==> src/gfr_pkg.sv <==
// shared constants and types for the filter, range and rate-event configuration block
`default_nettype none
package gfr_pkg;
    localparam logic [7:0] GFR_GENERAL_CONTROL_OFS = 8'h0D;
    localparam logic [7:0] GFR_RATE_EVENT_CONFIG_OFS = 8'h0E;
    localparam logic [7:0] GFR_RATE_EVENT_SOURCE_OFS = 8'h0F;
    localparam logic [7:0] GFR_GENERAL_CONTROL_RST = 8'h00;
    localparam logic [7:0] GFR_RATE_EVENT_CONFIG_RST = 8'h00;
    localparam int GFR_LPF_POS = 6;
    localparam int GFR_THREE_WIRE_POS = 5;
    localparam int GFR_HPF_CORNER_POS = 3;
    localparam int GFR_HIGHPASS_FILTER_ENABLE_POS = 2;
    localparam int GFR_FSR_POS = 0;
    localparam int GFR_LATCH_POS = 3;
    localparam logic [7:0] GFR_CFG_WMASK = 8'h0F;
    localparam int GFR_RATE_W = 16;
    // lowpass cutoff at 800 Hz output rate, shift right per bandwidth code step, codes 2 and 3 both shift by two
    localparam int GFR_LPF_BASE_HZ = 256;
    // full-scale range in dps, 2000 halved per code step
    localparam int GFR_FSR_BASE_DPS = 2000;

    typedef enum logic [1:0] {
        GFR_MODE_STANDBY,
        GFR_MODE_READY,
        GFR_MODE_ACTIVE
    } gfr_mode_type;

    typedef struct packed {
        logic [1:0] lowpass_cutoff_selection;
        logic       three_wire_select;
        logic [1:0] highpass_corner;
        logic       highpass_filter_enable;
        logic [1:0] full_scale_range;
    } gfr_ctrl_type;

    typedef struct packed {
        logic [3:0] unused;
        logic       event_latch_on;
        logic       z_event_detect_on;
        logic       y_event_detect_on;
        logic       x_event_detect_on;
    } gfr_cfg_type;

    typedef struct packed {
        logic       zero;
        logic       any_axis_flag;
        logic [5:0] axis;
    } gfr_src_type;

    typedef struct packed {
        logic       wr;
        logic       rd;
        logic [7:0] addr;
        logic [7:0] wdata;
    } gfr_acc_type;
endpackage
`default_nettype wire

==> src/gfr_axis_det.sv <==
// one axis of the rate threshold detector with debounce
`timescale 1ns/1ps
`default_nettype none
module gfr_axis_det #(
    parameter int RATE_W = 16
) (
    input  wire logic              clk,
    input  wire logic              rstn,
    input  wire logic              clr,
    input  wire logic              sample,
    input  wire logic              enable,
    input  wire logic [RATE_W-1:0] rate,
    input  wire logic [7:0]        limit,
    input  wire logic [7:0]        count,
    output logic                   flag,
    output logic                   neg
);
    logic [RATE_W-1:0] mag;
    logic              above;
    logic              flag_r, flag_nxt;
    logic [7:0]        cnt_r, cnt_nxt;

    always_comb begin
        mag = rate[RATE_W-1] ? RATE_W'(-rate) : rate;
        // most negative input has no positive twin, so its top bit stays set
        above = mag[RATE_W-1] || (mag[RATE_W-2:0] > {{(RATE_W-9){1'b0}}, limit});
        flag_nxt = flag_r;
        cnt_nxt = cnt_r;
        // [RQ13] detect only when enabled
        if (clr || !enable) begin
            flag_nxt = 1'b0;
            cnt_nxt = 8'h00;
        end else if (sample) begin
            // [RQ14] debounce both edges
            if (above == flag_r) begin
                cnt_nxt = 8'h00;
            end else if (cnt_r >= count) begin
                flag_nxt = above;
                cnt_nxt = 8'h00;
            end else begin
                cnt_nxt = cnt_r + 8'h01;
            end
        end
    end

    always_ff @(posedge clk) begin
        if (!rstn) begin
            flag_r <= 1'b0;
            cnt_r <= 8'h00;
        end else begin
            flag_r <= flag_nxt;
            cnt_r <= cnt_nxt;
        end
    end

    assign flag = flag_r;
    assign neg = enable & rate[RATE_W-1];
endmodule
`default_nettype wire

==> src/gfr_cfg_bank.sv <==
// general control and rate-event configuration registers with threshold event source
// Function
// [RQ1] host changes general control only in Standby or Ready mode
// [RQ2] bits 7:6 pick lowpass cutoff: 256 Hz, half, quarter at 800 Hz
// [RQ3] bit 5 selects three-wire SPI when set, four-wire otherwise
// [RQ4] bits 4:3 pick highpass corner, scaled by output rate
// [RQ5] bit 2 enables the highpass filter; reset leaves it off
// [RQ6] highpass state restarts on mode change, rate change or zero-rate bit
// [RQ7] filtered data feeds outputs, FIFO and threshold detector when enabled; the detector here takes the raw rate inputs
// [RQ8] bits 1:0 pick range 2000, 1000, 500, 250 dps
// [RQ9] range doubler bit doubles every selected range
// [RQ10] detector state resets on Standby or Ready to Active
// [RQ11] host changes event configuration only in Standby mode
// [RQ12] bit 3 latches event flags; otherwise flags follow detection
// [RQ13] per-axis detect enables: Z bit 2, Y bit 1, X bit 0
// [RQ14] axis flag sets and clears after debounce count of samples
// [RQ15] reading event source clears latched flags when latching on
// [RQ16] upper bits of event configuration read zero, writes ignored
`timescale 1ns/1ps
`default_nettype none
module gfr_cfg_bank
    import gfr_pkg::*;
#(
    parameter int RATE_W = 16
) (
    input  wire logic               clk,
    input  wire logic               rstn,
    input  wire gfr_pkg::gfr_acc_type acc,
    input  wire gfr_pkg::gfr_mode_type mode,
    input  wire logic [2:0]         odr_sel,
    input  wire logic               zero_rate,
    input  wire logic               range_doubler,
    input  wire logic               sample,
    input  wire logic [RATE_W-1:0]  rate_x,
    input  wire logic [RATE_W-1:0]  rate_y,
    input  wire logic [RATE_W-1:0]  rate_z,
    input  wire logic [7:0]         rate_limit_level,
    input  wire logic [7:0]         debounce_sample_count,
    output logic [7:0]              rdata,
    output gfr_pkg::gfr_ctrl_type   ctrl,
    output gfr_pkg::gfr_cfg_type    cfg,
    output logic [8:0]              lpf_cutoff_hz,
    output logic [12:0]             range_dps,
    output logic                    hpf_active,
    output logic                    hpf_restart,
    output logic                    three_wire,
    output gfr_pkg::gfr_src_type    src
);
    import gfr_pkg::*;

    gfr_ctrl_type ctrl_r, ctrl_nxt;
    gfr_cfg_type  cfg_r, cfg_nxt;
    gfr_src_type  src_r, src_nxt;
    gfr_mode_type mode_r;
    logic [2:0]   odr_r;
    logic [7:0]   rdata_r, rdata_nxt;
    logic [8:0]   lpf_r, lpf_nxt;
    logic [12:0]  range_r, range_nxt;
    logic         hpf_act_r, hpf_act_nxt;
    logic         hpf_rst_r, hpf_rst_nxt;
    logic         det_clr;
    logic         src_read;
    logic [2:0]   live_flag;
    logic [2:0]   live_neg;
    logic [2:0]   axis_en;
    logic [2:0]   flag_prev_r, flag_prev_nxt;
    logic [2:0]   new_event;
    logic [RATE_W-1:0] rates [3];

    assign rates[0] = rate_x;
    assign rates[1] = rate_y;
    assign rates[2] = rate_z;
    assign axis_en = {cfg_r.z_event_detect_on, cfg_r.y_event_detect_on, cfg_r.x_event_detect_on};

    function automatic logic is_reg(input gfr_acc_type a, input logic [7:0] ofs);
        is_reg = a.addr == ofs;
    endfunction

    // cutoff halvings for each bandwidth code, 1x share the quarter setting
    function automatic logic [1:0] lpf_shift(input logic [1:0] sel);
        case (sel)
            2'b00:   lpf_shift = 2'h0;
            2'b01:   lpf_shift = 2'h1;
            default: lpf_shift = 2'h2;
        endcase
    endfunction

    // [RQ10] detector reset on entry to Active
    assign det_clr = (mode == GFR_MODE_ACTIVE) && (mode_r != GFR_MODE_ACTIVE);
    assign src_read = acc.rd && is_reg(acc, GFR_RATE_EVENT_SOURCE_OFS);

    // latch fresh detections only, so a read can clear a standing event
    assign new_event = live_flag & ~flag_prev_r;

    genvar g;
    generate
        for (g = 0; g < 3; g++) begin : g_axis
            gfr_axis_det #(
                .RATE_W (RATE_W)
            ) u_det (
                .clk    (clk),
                .rstn   (rstn),
                .clr    (det_clr),
                .sample (sample),
                .enable (axis_en[g]),
                .rate   (rates[g]),
                .limit  (rate_limit_level),
                .count  (debounce_sample_count),
                .flag   (live_flag[g]),
                .neg    (live_neg[g])
            );
        end
    endgenerate

    always_comb begin
        ctrl_nxt = ctrl_r;
        cfg_nxt = cfg_r;
        // host keeps these writes out of Active; not enforced here
        // [RQ2] [RQ4] [RQ8] fields stored whole
        if (acc.wr && is_reg(acc, GFR_GENERAL_CONTROL_OFS)) begin
            ctrl_nxt = gfr_ctrl_type'(acc.wdata);
        end
        // [RQ16] upper bits dropped on write
        if (acc.wr && is_reg(acc, GFR_RATE_EVENT_CONFIG_OFS)) begin
            cfg_nxt = gfr_cfg_type'(acc.wdata & GFR_CFG_WMASK);
        end
    end

    always_comb begin
        src_nxt = src_r;
        src_nxt.zero = 1'b0;
        flag_prev_nxt = det_clr ? 3'h0 : live_flag;
        if (det_clr) begin
            src_nxt = '0;
        end else if (cfg_r.event_latch_on) begin
            // [RQ15] read clears, new event wins
            if (src_read) begin
                src_nxt = '0;
            end
            for (int i = 0; i < 3; i++) begin
                if (new_event[i]) begin
                    src_nxt.axis[2*i+1] = 1'b1;
                end
                // polarity bits latch their level
                if (live_neg[i]) begin
                    src_nxt.axis[2*i] = 1'b1;
                end
            end
        end else begin
            // [RQ12] unlatched flags track detection
            for (int i = 0; i < 3; i++) begin
                src_nxt.axis[2*i+1] = live_flag[i];
                src_nxt.axis[2*i] = live_neg[i];
            end
        end
        src_nxt.any_axis_flag = src_nxt.axis[5] | src_nxt.axis[3] | src_nxt.axis[1];
    end

    always_comb begin
        // [RQ2] lowpass cutoff from field
        lpf_nxt = 9'(GFR_LPF_BASE_HZ >> lpf_shift(ctrl_r.lowpass_cutoff_selection));
        // [RQ8] range from code
        range_nxt = 13'(GFR_FSR_BASE_DPS >> ctrl_r.full_scale_range);
        // [RQ9] range doubler
        if (range_doubler) begin
            range_nxt = {range_nxt[11:0], 1'b0};
        end
        // [RQ5] [RQ7] filter on data path
        hpf_act_nxt = ctrl_r.highpass_filter_enable;
        // [RQ6] restart filter state
        hpf_rst_nxt = (mode != mode_r) || (odr_sel != odr_r) || zero_rate;
        // unmapped offsets read as zero
        rdata_nxt = rdata_r;
        if (acc.rd) begin
            case (acc.addr)
                GFR_GENERAL_CONTROL_OFS:   rdata_nxt = ctrl_r;
                GFR_RATE_EVENT_CONFIG_OFS: rdata_nxt = cfg_r;
                GFR_RATE_EVENT_SOURCE_OFS: rdata_nxt = src_r;
                default:                   rdata_nxt = 8'h00;
            endcase
        end
    end

    always_ff @(posedge clk) begin
        if (!rstn) begin
            ctrl_r <= GFR_GENERAL_CONTROL_RST;
            cfg_r <= GFR_RATE_EVENT_CONFIG_RST;
            src_r <= '0;
            mode_r <= GFR_MODE_STANDBY;
            odr_r <= 3'h0;
            rdata_r <= 8'h00;
            lpf_r <= 9'(GFR_LPF_BASE_HZ);
            range_r <= 13'(GFR_FSR_BASE_DPS);
            hpf_act_r <= 1'b0;
            hpf_rst_r <= 1'b0;
            flag_prev_r <= 3'h0;
        end else begin
            ctrl_r <= ctrl_nxt;
            cfg_r <= cfg_nxt;
            src_r <= src_nxt;
            mode_r <= mode;
            odr_r <= odr_sel;
            rdata_r <= rdata_nxt;
            lpf_r <= lpf_nxt;
            range_r <= range_nxt;
            hpf_act_r <= hpf_act_nxt;
            hpf_rst_r <= hpf_rst_nxt;
            flag_prev_r <= flag_prev_nxt;
        end
    end

    assign rdata = rdata_r;
    assign ctrl = ctrl_r;
    assign cfg = cfg_r;
    assign src = src_r;
    assign lpf_cutoff_hz = lpf_r;
    assign range_dps = range_r;
    assign hpf_active = hpf_act_r;
    assign hpf_restart = hpf_rst_r;
    // [RQ3] three-wire select
    assign three_wire = ctrl_r.three_wire_select;
endmodule
`default_nettype wire

==> config.mk <==
export PLATFORM = sky130hd
export DESIGN_NAME = gfr_cfg_bank
export DESIGN_NICKNAME = d
export VERILOG_FILES = /design/src/gfr_pkg.sv /design/src/gfr_axis_det.sv /design/src/gfr_cfg_bank.sv
export SDC_FILE = /design/constraint.sdc
export NUM_CORES = 1
export LEC_CHECK = 0
export BUFFER_PORTS_ARGS = -buffer_cell sky130_fd_sc_hd__buf_2
export CAP_MARGIN = 20
export CORE_MARGIN = 2
export CORE_UTILIZATION = 46
export CTS_CLUSTER_DIAMETER = 100
export DETAILED_ROUTE_END_ITERATION = 8
export PLACE_DENSITY = 0.7
export SLEW_MARGIN = 20
export SYNTH_ARGS = -nofsm -noshare
export SYNTH_HDL_FRONTEND = slang
export SYNTH_HIERARCHICAL = 1
export SYNTH_SLANG_ARGS = --single-unit
==> constraint.sdc <==
create_clock -name clk -period 7.5 [get_ports clk]
set_input_delay 1.5 -clock clk [delete_from_list [all_inputs] [get_ports clk]]
set_output_delay 1.5 -clock clk [all_outputs]
set_load 0.05 [all_outputs]
==> results of run 1 <==
## path summary, 6_finish.rpt
check | startpoint | to | cells past startpoint
worst max register to register | mode_r[1]$_SDFF_PN0_ | g_axis[1].u_det/cnt_r[2]$_SDFFE_PP0P_ | 8
worst min register to register | rdata[4]$_SDFFE_PN0P_ | rdata[4]$_SDFFE_PN0P_ | 2
worst min-delay path | rdata[4]$_SDFFE_PN0P_ | rdata[4]$_SDFFE_PN0P_ | 2
worst max-delay path | rate_y[0] | g_axis[1].u_det/cnt_r[7]$_SDFFE_PP0P_ | 14
## stage by stage
step | std cells | cell area, sq um | hold slack, ns
after detailed placement | 1072 | 6960 | 0.441
after global routing | 1088 | 7250 | 0.476
after CTS | 1088 | 7250 | 0.457
final | 1088 | 7250 | 0.451
after global placement | 1072 | 6960 | 0.432
after floorplan | 803 | 6320 | 0.438
## power groups by stage
stage,clock network [W],registers [W],logic (W)
after global placement,0,0.000428,0.000194
after floorplan,0,0.000435,0.000129
after detailed placement,0,0.000428,0.000195
after global routing,0.000447,0.000419,0.000220
final,0.000418,0.000419,0.000197
after CTS,0.000429,0.000419,0.000196
## worst min-delay path, delay by kind of cell (launching register included)
kind	cells	cell delay [ns]
AOI/OAI and AO/OA	1	0.05
DFF	1	0.32
and+or+nand+nor	1	0.04
## layout make-up
class / count / area share
Clock buffer: 9 / 0.0311
Clock inverter: 7 / 0.00898
Inverter: 76 / 0.0394
Multi-Input combinational cell: 607 / 0.582
Sequential cell: 78 / 0.215
Tap cell: 176 / 0.0304
Timing Repair Buffer: 135 / 0.0932
## cell families after synthesis
group	after synthesis	synth area share
AO/OA/AOI/OAI	200	0.236
XOR/XNOR	23	0.0321
adder cells (fa/ha/maj)	54	0.108
buffers and inverters	118	0.0865
flip-flops	78	0.249
multiplexers	20	0.0329
other	2	0.00120
AND/OR/NAND/NOR	296	0.254
## routing by layer
| metal | vias to the layer above | global-route usage | routed length (um) |
|---|---|---|---|
| met5 | - | 0 | 0 |
| met4 | 0 | 0.0501 | 141 |
| met3 | 12 | 0.0406 | 741 |
| met2 | 145 | 0.347 | 7140 |
| met1 | 2760 | 0.290 | 7570 |
| li1 | 3100 | - | - |
## state kept, by name (all words and copies together) (netlist names)
name,flops
hpf_restart,1
rdata,8
ctrl,6
odr_r,3
lpf_cutoff_hz,4
flag_prev_r,3
mode_r,2
three_wire,1
hpf_active,1
src,7
g_axis.u_det/cnt_r,24
hpf_act_nxt,1
cfg,4
range_dps,10
g_axis.u_det/flag,3
## placed cells by master (no fill, tap or decap), types with 9 or more instances in the layout
| cell type | instances |
|---|---|
| xnor2_1 | 18 |
| and2_1 | 11 |
| inv_1 | 76 |
| mux2i_1 | 15 |
| nand2_1 | 78 |
| and3_1 | 22 |
| nor3_1 | 25 |
| nor2_1 | 55 |
| ha_1 | 54 |
| nand3_1 | 20 |
| dfxtp_1 | 78 |
| o21ai_1 | 15 |
| nor4_1 | 14 |
| clkbuf_16 | 9 |
| buf_2 | 135 |
| o21ai_0 | 31 |
| o211ai_1 | 24 |
| a21oi_1 | 27 |
| conb_1 | 14 |
| nor2b_1 | 11 |
==> run summary, run 1 <==
Run status = finished, final reports clean
TritonCTS Buffers = 9
Worst Tran Pin Value = 0.841 ns
Buffers added on ports = 135
Layout fillers = 1303
RSZ-0062 raised after global routing = false
Vias = 6017
Total power = 0.00103 W
Critical Path RT = 7.71 ns
Critical path buffers and inverters = 2
Clock Pin Slew Worst Setup and Hold Paths = 0.07 ns
Clock group share of total power = 0.405
Switch Pwr = 0.000312 W
Number of global-route vias before repair = 5400
GR Overflow Total = 0
Post-Synthesis Cells = 791
Core Region = 13300 sq um
Fin nets = 1053
Number of DRC markers in iteration 0 = 394
Post-synth EDFFs = 0
Root buffer cell = clkbuf_16
DRT antenna net count = 0
Pwr Density = 143 nW/um^2
Crit path capture type = flop
First-pass GRT wire length = 25.6 mm
Final Cycle Share = 0.569
Gp weighted congestion = 0.888
Crit path kind = in -> reg
Primary FF master, synth = dfxtp_1
Final setup fails = 0
Gr usage total = 0.213
Clock Latency Late Sink = 0.34 ns
Clock sinks = 78
Post-DP HPWL = 12.0 mm
CTS resizes = 0
P&R area growth vs syn = 15.5%
Ant. Diodes = 0
FFs w/ async S/R, synth = 0
Multi-input gate area = 4220 sq um
Register area = 1560 sq um
Leading area contributor after synthesis = dfxtp_1
Clock Path Buffers = 2
Max-slew violations = 0
Max incr delay on CP = 0.58 ns
Initial antenna violation count = 0
DR WL/cell = 14.3 um
Crit path DAT = 4.48 ns
Min-delay worst type = reg -> reg
Most frequent cells after synthesis = dfxtp_1 (78), nand2_1 (78), inv_1 (76), nor2_1 (55), ha_1 (54)
Syn_area_per_cell = 7.93 sq um
Largest net degree at the start of global routing = 48
Synth warnings = 6
Die width = 121 um
Slowest CP cell = o32ai_1
CP max FO = 8
Die Height = 121 um
Die ar. = 14600 sq um
Comb power frac = 0.190
Initial core utilization = 0.472
Hold buffers post-CTS = 0
Synth top area share = 0.249
Max IR drop VDD = 0.0872 mV
Total Neg Setup Slack = 0 ns
Layout cells sized above 1 = 0.201
Synthesized flop and latch total = 78
Max-Cap Viols = 0
Drt total wl = 15.6 mm
Largest cells by area after synthesis = dfxtp_1 (25%), ha_1 (11%), nand2_1 (4.7%)
Leak Pwr = 3.33 nW
Share of total power in sequential cells = 0.405
CP Cell Sequence = buf_2 > inv_1 > ha_1 > or4b_4 > o21ai_1 > xnor2_1 > ha_1 > nand4_1 > a21oi_1 > nor4_1 > o32ai_1 > nor4_4 > o21ai_4 > o211ai_2
CTS tree = built
Internal Pwr Total = 0.000722 W
Row count = 42
Drt first pass iters = 4
Post-CTS Setup Bufs = 0
Synthesized cell area = 6270 sq um
Worst Setup Slack, final = 3.23 ns
Final Hold Vio Count = 0
Vias per cell = 5.53
Layout Skew = 0.0126 ns
CP most frequent cell = ha_1
I/O pin total = 149
Worst slack, placed = 2.85 ns
Slew headroom = 0.435
Sw frac = 0.302
CP startpoint kind = input pin
Final core utilization = 0.545
R2R Setup Slk = 4.98 ns
Netlist cell types = 78
FMAX = 0.234 GHz
Post-route DRC = 0
Seq/Total Area, Yosys = 0.249
Post-layout min period = 4.27 ns
Cell family contributing the most delay on the critical path = compound AO/OA/AOI/OAI gates
H-tree depth = 3
Note: power is estimated with default switching activity, not from simulation.
==> inputs of run 2 (changes only) <==
--- a/config.mk
+++ b/config.mk
@@ -11,7 +11,7 @@
 export CORE_UTILIZATION = 46
 export CTS_CLUSTER_DIAMETER = 100
 export DETAILED_ROUTE_END_ITERATION = 8
-export PLACE_DENSITY = 0.7
+export PLACE_DENSITY = 0.73
 export SLEW_MARGIN = 20
 export SYNTH_ARGS = -nofsm -noshare
 export SYNTH_HDL_FRONTEND = slang
==> constraint.sdc (replaced) <==
create_clock -name clk -period 3.78 [get_ports clk]
set_input_delay 0.756 -clock clk [delete_from_list [all_inputs] [get_ports clk]]
set_output_delay 0.756 -clock clk [all_outputs]
set_load 0.05 [all_outputs]
==> run 2 against run 1 <==
Clock-buffer cell count did not move. Final area increased by 2.1%. Worst hold slack improved by 0.0087 ns. Power is 110% higher. Global-route usage rose by 0.20 points. Wire length down 0.67%. First-iteration DRC count shrank 20%. Final cell count increased by 1.7%. Utilization up 1.2 points. Die area unchanged. Via count increased by 0.85%. Critical path depth rose by 2. Largest cell class unchanged.
==> run summary, run 2 (synthesis results as in run 1) <==
Vias per cell = 5.48 (was 5.53)
Die Height = 121 um (unchanged)
RSZ-0062 raised after global routing = false (unchanged)
CP max FO = 6 (was 8)
Min-delay worst type = reg -> reg (unchanged)
Fin Hold WS = 0.460 ns (was 0.451 ns)
Critical Path RT = 3.99 ns (was 7.71 ns)
CTS resizes = 0 (unchanged)
Run status = finished, final reports clean (unchanged)
Post-route DRC = 0 (unchanged)
R2R Setup Slk = 1.29 ns (was 4.98 ns)
DRT antenna net count = 0 (unchanged)
Initial antenna violation count = 0 (unchanged)
Register area = 1560 sq um (unchanged)
Crit path capture type = flop (unchanged)
CP startpoint kind = input pin (unchanged)
Largest net degree at the start of global routing = 43 (was 48)
TritonCTS Buffers = 9 (unchanged)
Pwr Density = 286 nW/um^2 (was 143 nW/um^2)
Worst r2r src = mode_r[1]$_SDFF_PN0_ (unchanged)
FMAX = 0.283 GHz
Gr usage total = 0.215 (was 0.213)
Layout fillers = 1290 (was 1303)
GR Overflow Total = 0 (unchanged)
Biggest register = g_axis.u_det/cnt_r (unchanged)
Largest register FFs = 24 (unchanged)
Hold buffers post-CTS = 0 (unchanged)
Share of total power in sequential cells = 0.392 (was 0.405)
Die ar. = 14600 sq um (unchanged)
Internal Pwr Total = 0.00151 W (was 0.000722 W)
H-tree depth = 3 (unchanged)
Reg2Reg Depth = 8 (unchanged)
DR WL/cell = 14.0 um (was 14.3 um)
Crit path kind = in -> reg (unchanged)
Max-slew violations = 0 (unchanged)
Clock group share of total power = 0.419 (was 0.405)
P&R area growth vs syn = 18.0% (was 15.5%)
Gp weighted congestion = 0.859 (was 0.888)
Ant. Diodes = 0 (unchanged)
Worst Tran Pin Value = 1.01 ns (was 0.841 ns)
Switch Pwr = 0.000614 W (was 0.000312 W)
I/O pin total = 149 (unchanged)
Multi-input gate area = 4220 sq um (unchanged)
Drt first pass iters = 5 (was 4)
Clock Latency Late Sink = 0.34 ns (about the same)
Crit path DAT = 3.74 ns (was 4.48 ns)
Number of DRC markers in iteration 0 = 317 (was 394)
Post-CTS Setup Bufs = 0 (unchanged)
Critical Path Sink = g_axis[1].u_det/cnt_r[2]$_SDFFE_PP0P_ (was g_axis[1].u_det/cnt_r[7]$_SDFFE_PP0P_)
Drt total wl = 15.5 mm (was 15.6 mm)
Max-Cap Viols = 0 (unchanged)
Vias = 6068 (was 6017)
Die width = 121 um (unchanged)
Core Region = 13300 sq um (unchanged)
Post-DP HPWL = 12.1 mm (was 12.0 mm)
Most frequent cells in the layout = buf_2 (135), nand2_1 (78), dfxtp_1 (78) (unchanged)
Layout Skew = 0.00472 ns (was 0.0126 ns)
Layout cells sized above 1 = 0.217 (was 0.201)
Leak Pwr = 3.44 nW (was 3.33 nW)
Clock Pin Slew Worst Setup and Hold Paths = 0.06 ns (was 0.07 ns)
Number of global-route vias before repair = 5631 (was 5400)
Commonest non-fill, non-tap cell in the layout = buf_2 (unchanged)
Post-layout min period = 3.53 ns
Final Cycle Share = 0.933
Final setup fails = 0 (unchanged)
Total power = 0.00212 W (was 0.00103 W)
Buffers added on ports = 135 (unchanged)
Final Hold Vio Count = 0 (unchanged)
First-pass GRT wire length = 26.0 mm (was 25.6 mm)
Max IR drop VDD = 0.218 mV (was 0.0872 mV)
Clock sinks = 78 (unchanged)
Clock Path Buffers = 2 (unchanged)
Slew headroom = 0.319 (was 0.435)
Row count = 42 (unchanged)
Comb power frac = 0.189 (was 0.190)
Fin nets = 1072 (was 1053)
CTS tree = built (unchanged)
Root buffer cell = clkbuf_16 (unchanged)
Sw frac = 0.290 (was 0.302)
Worst r2r dst = g_axis[1].u_det/cnt_r[2]$_SDFFE_PP0P_ (unchanged)
Initial core utilization = 0.472 (unchanged)
Critical Path Start = rate_y[0] (unchanged)
## run 2: cell types whose count changed in the layout (fill, tap and decap cells not counted)
| cell | change |
|---|---|
| buf_4 | +19 |
| bufinv_16 | +1 |
| clkinv_2 | +1 |
| clkinv_8 | -1 |
| clkinvlp_4 | -2 |
| inv_6 | +1 |
## run 2: power groups by stage
stage | registers [W] | clock network, W | logic (W)
after floorplan | 0.000862 | 0 | 0.000256
after global placement | 0.000849 | 0 | 0.000394
after detailed placement | 0.000849 | 0 | 0.000399
after CTS | 0.000831 | 0.000910 | 0.000402
after global routing | 0.000831 | 0.000934 | 0.000450
final | 0.000831 | 0.000888 | 0.000401
## run 2: how the worst min path moves through the flow
stage	startpoint	end	depth (start not counted)
CTS	rdata[4]$_SDFFE_PN0P_	rdata[4]$_SDFFE_PN0P_	2
floorplan	g_axis[0].u_det/cnt_r[7]$_SDFFE_PP0P_	g_axis[0].u_det/cnt_r[7]$_SDFFE_PP0P_	1
finish	rdata[6]$_SDFFE_PN0P_	rdata[6]$_SDFFE_PN0P_	2
global route	rdata[4]$_SDFFE_PN0P_	rdata[4]$_SDFFE_PN0P_	2
global placement	rdata[4]$_SDFFE_PN0P_	rdata[4]$_SDFFE_PN0P_	2
detailed placement	rdata[4]$_SDFFE_PN0P_	rdata[4]$_SDFFE_PN0P_	2
## run 2: cell type report
type                    count  share of cell area
repair buffers            154               0.111
clock buffers               9              0.0304
flip-flops and latches     78               0.211
well taps                 176              0.0297
multi-input cells         607               0.569
inverters                  76              0.0385
clock inverters             7              0.0105
## run 2: stage by stage
stage | util | setup TNS [ns] | instances | area (sq um) | worst slack (ns)
after floorplan | - | 0 | 803 | 6320 | 0.292
after global placement | 0.534 | -0.0119 | 1091 | 7100 | -0.0119
after detailed placement | 0.534 | -0.488 | 1091 | 7100 | -0.105
after CTS | 0.557 | 0 | 1107 | 7400 | 0.241
after global routing | 0.557 | 0 | 1107 | 7400 | 0.00590
final | 0.557 | 0 | 1107 | 7400 | 0.252
## run 2: per-layer routing
layer | wire [um] | share of wire | GRT usage
met4 | 163 | 0.011 | 0.0501
met2 | 7130 | 0.46 | 0.361
met5 | 0 | 0 | 0
met3 | 710 | 0.046 | 0.0429
met1 | 7490 | 0.48 | 0.282
## run 2: critical path, cell delays in order
cell and delay, ns:
buf_2 0.10, inv_1 0.07, ha_1 0.20, or4b_4 0.48, o21ai_1 0.16, xnor2_1 0.14, ha_1 0.26, nand4_1 0.12
a21oi_1 0.06, nor4_1 0.24, o32ai_1 0.13, buf_4 0.16, o31a_4 0.36, buf_4 0.16, o2111ai_1 0.21, o311ai_2 0.12
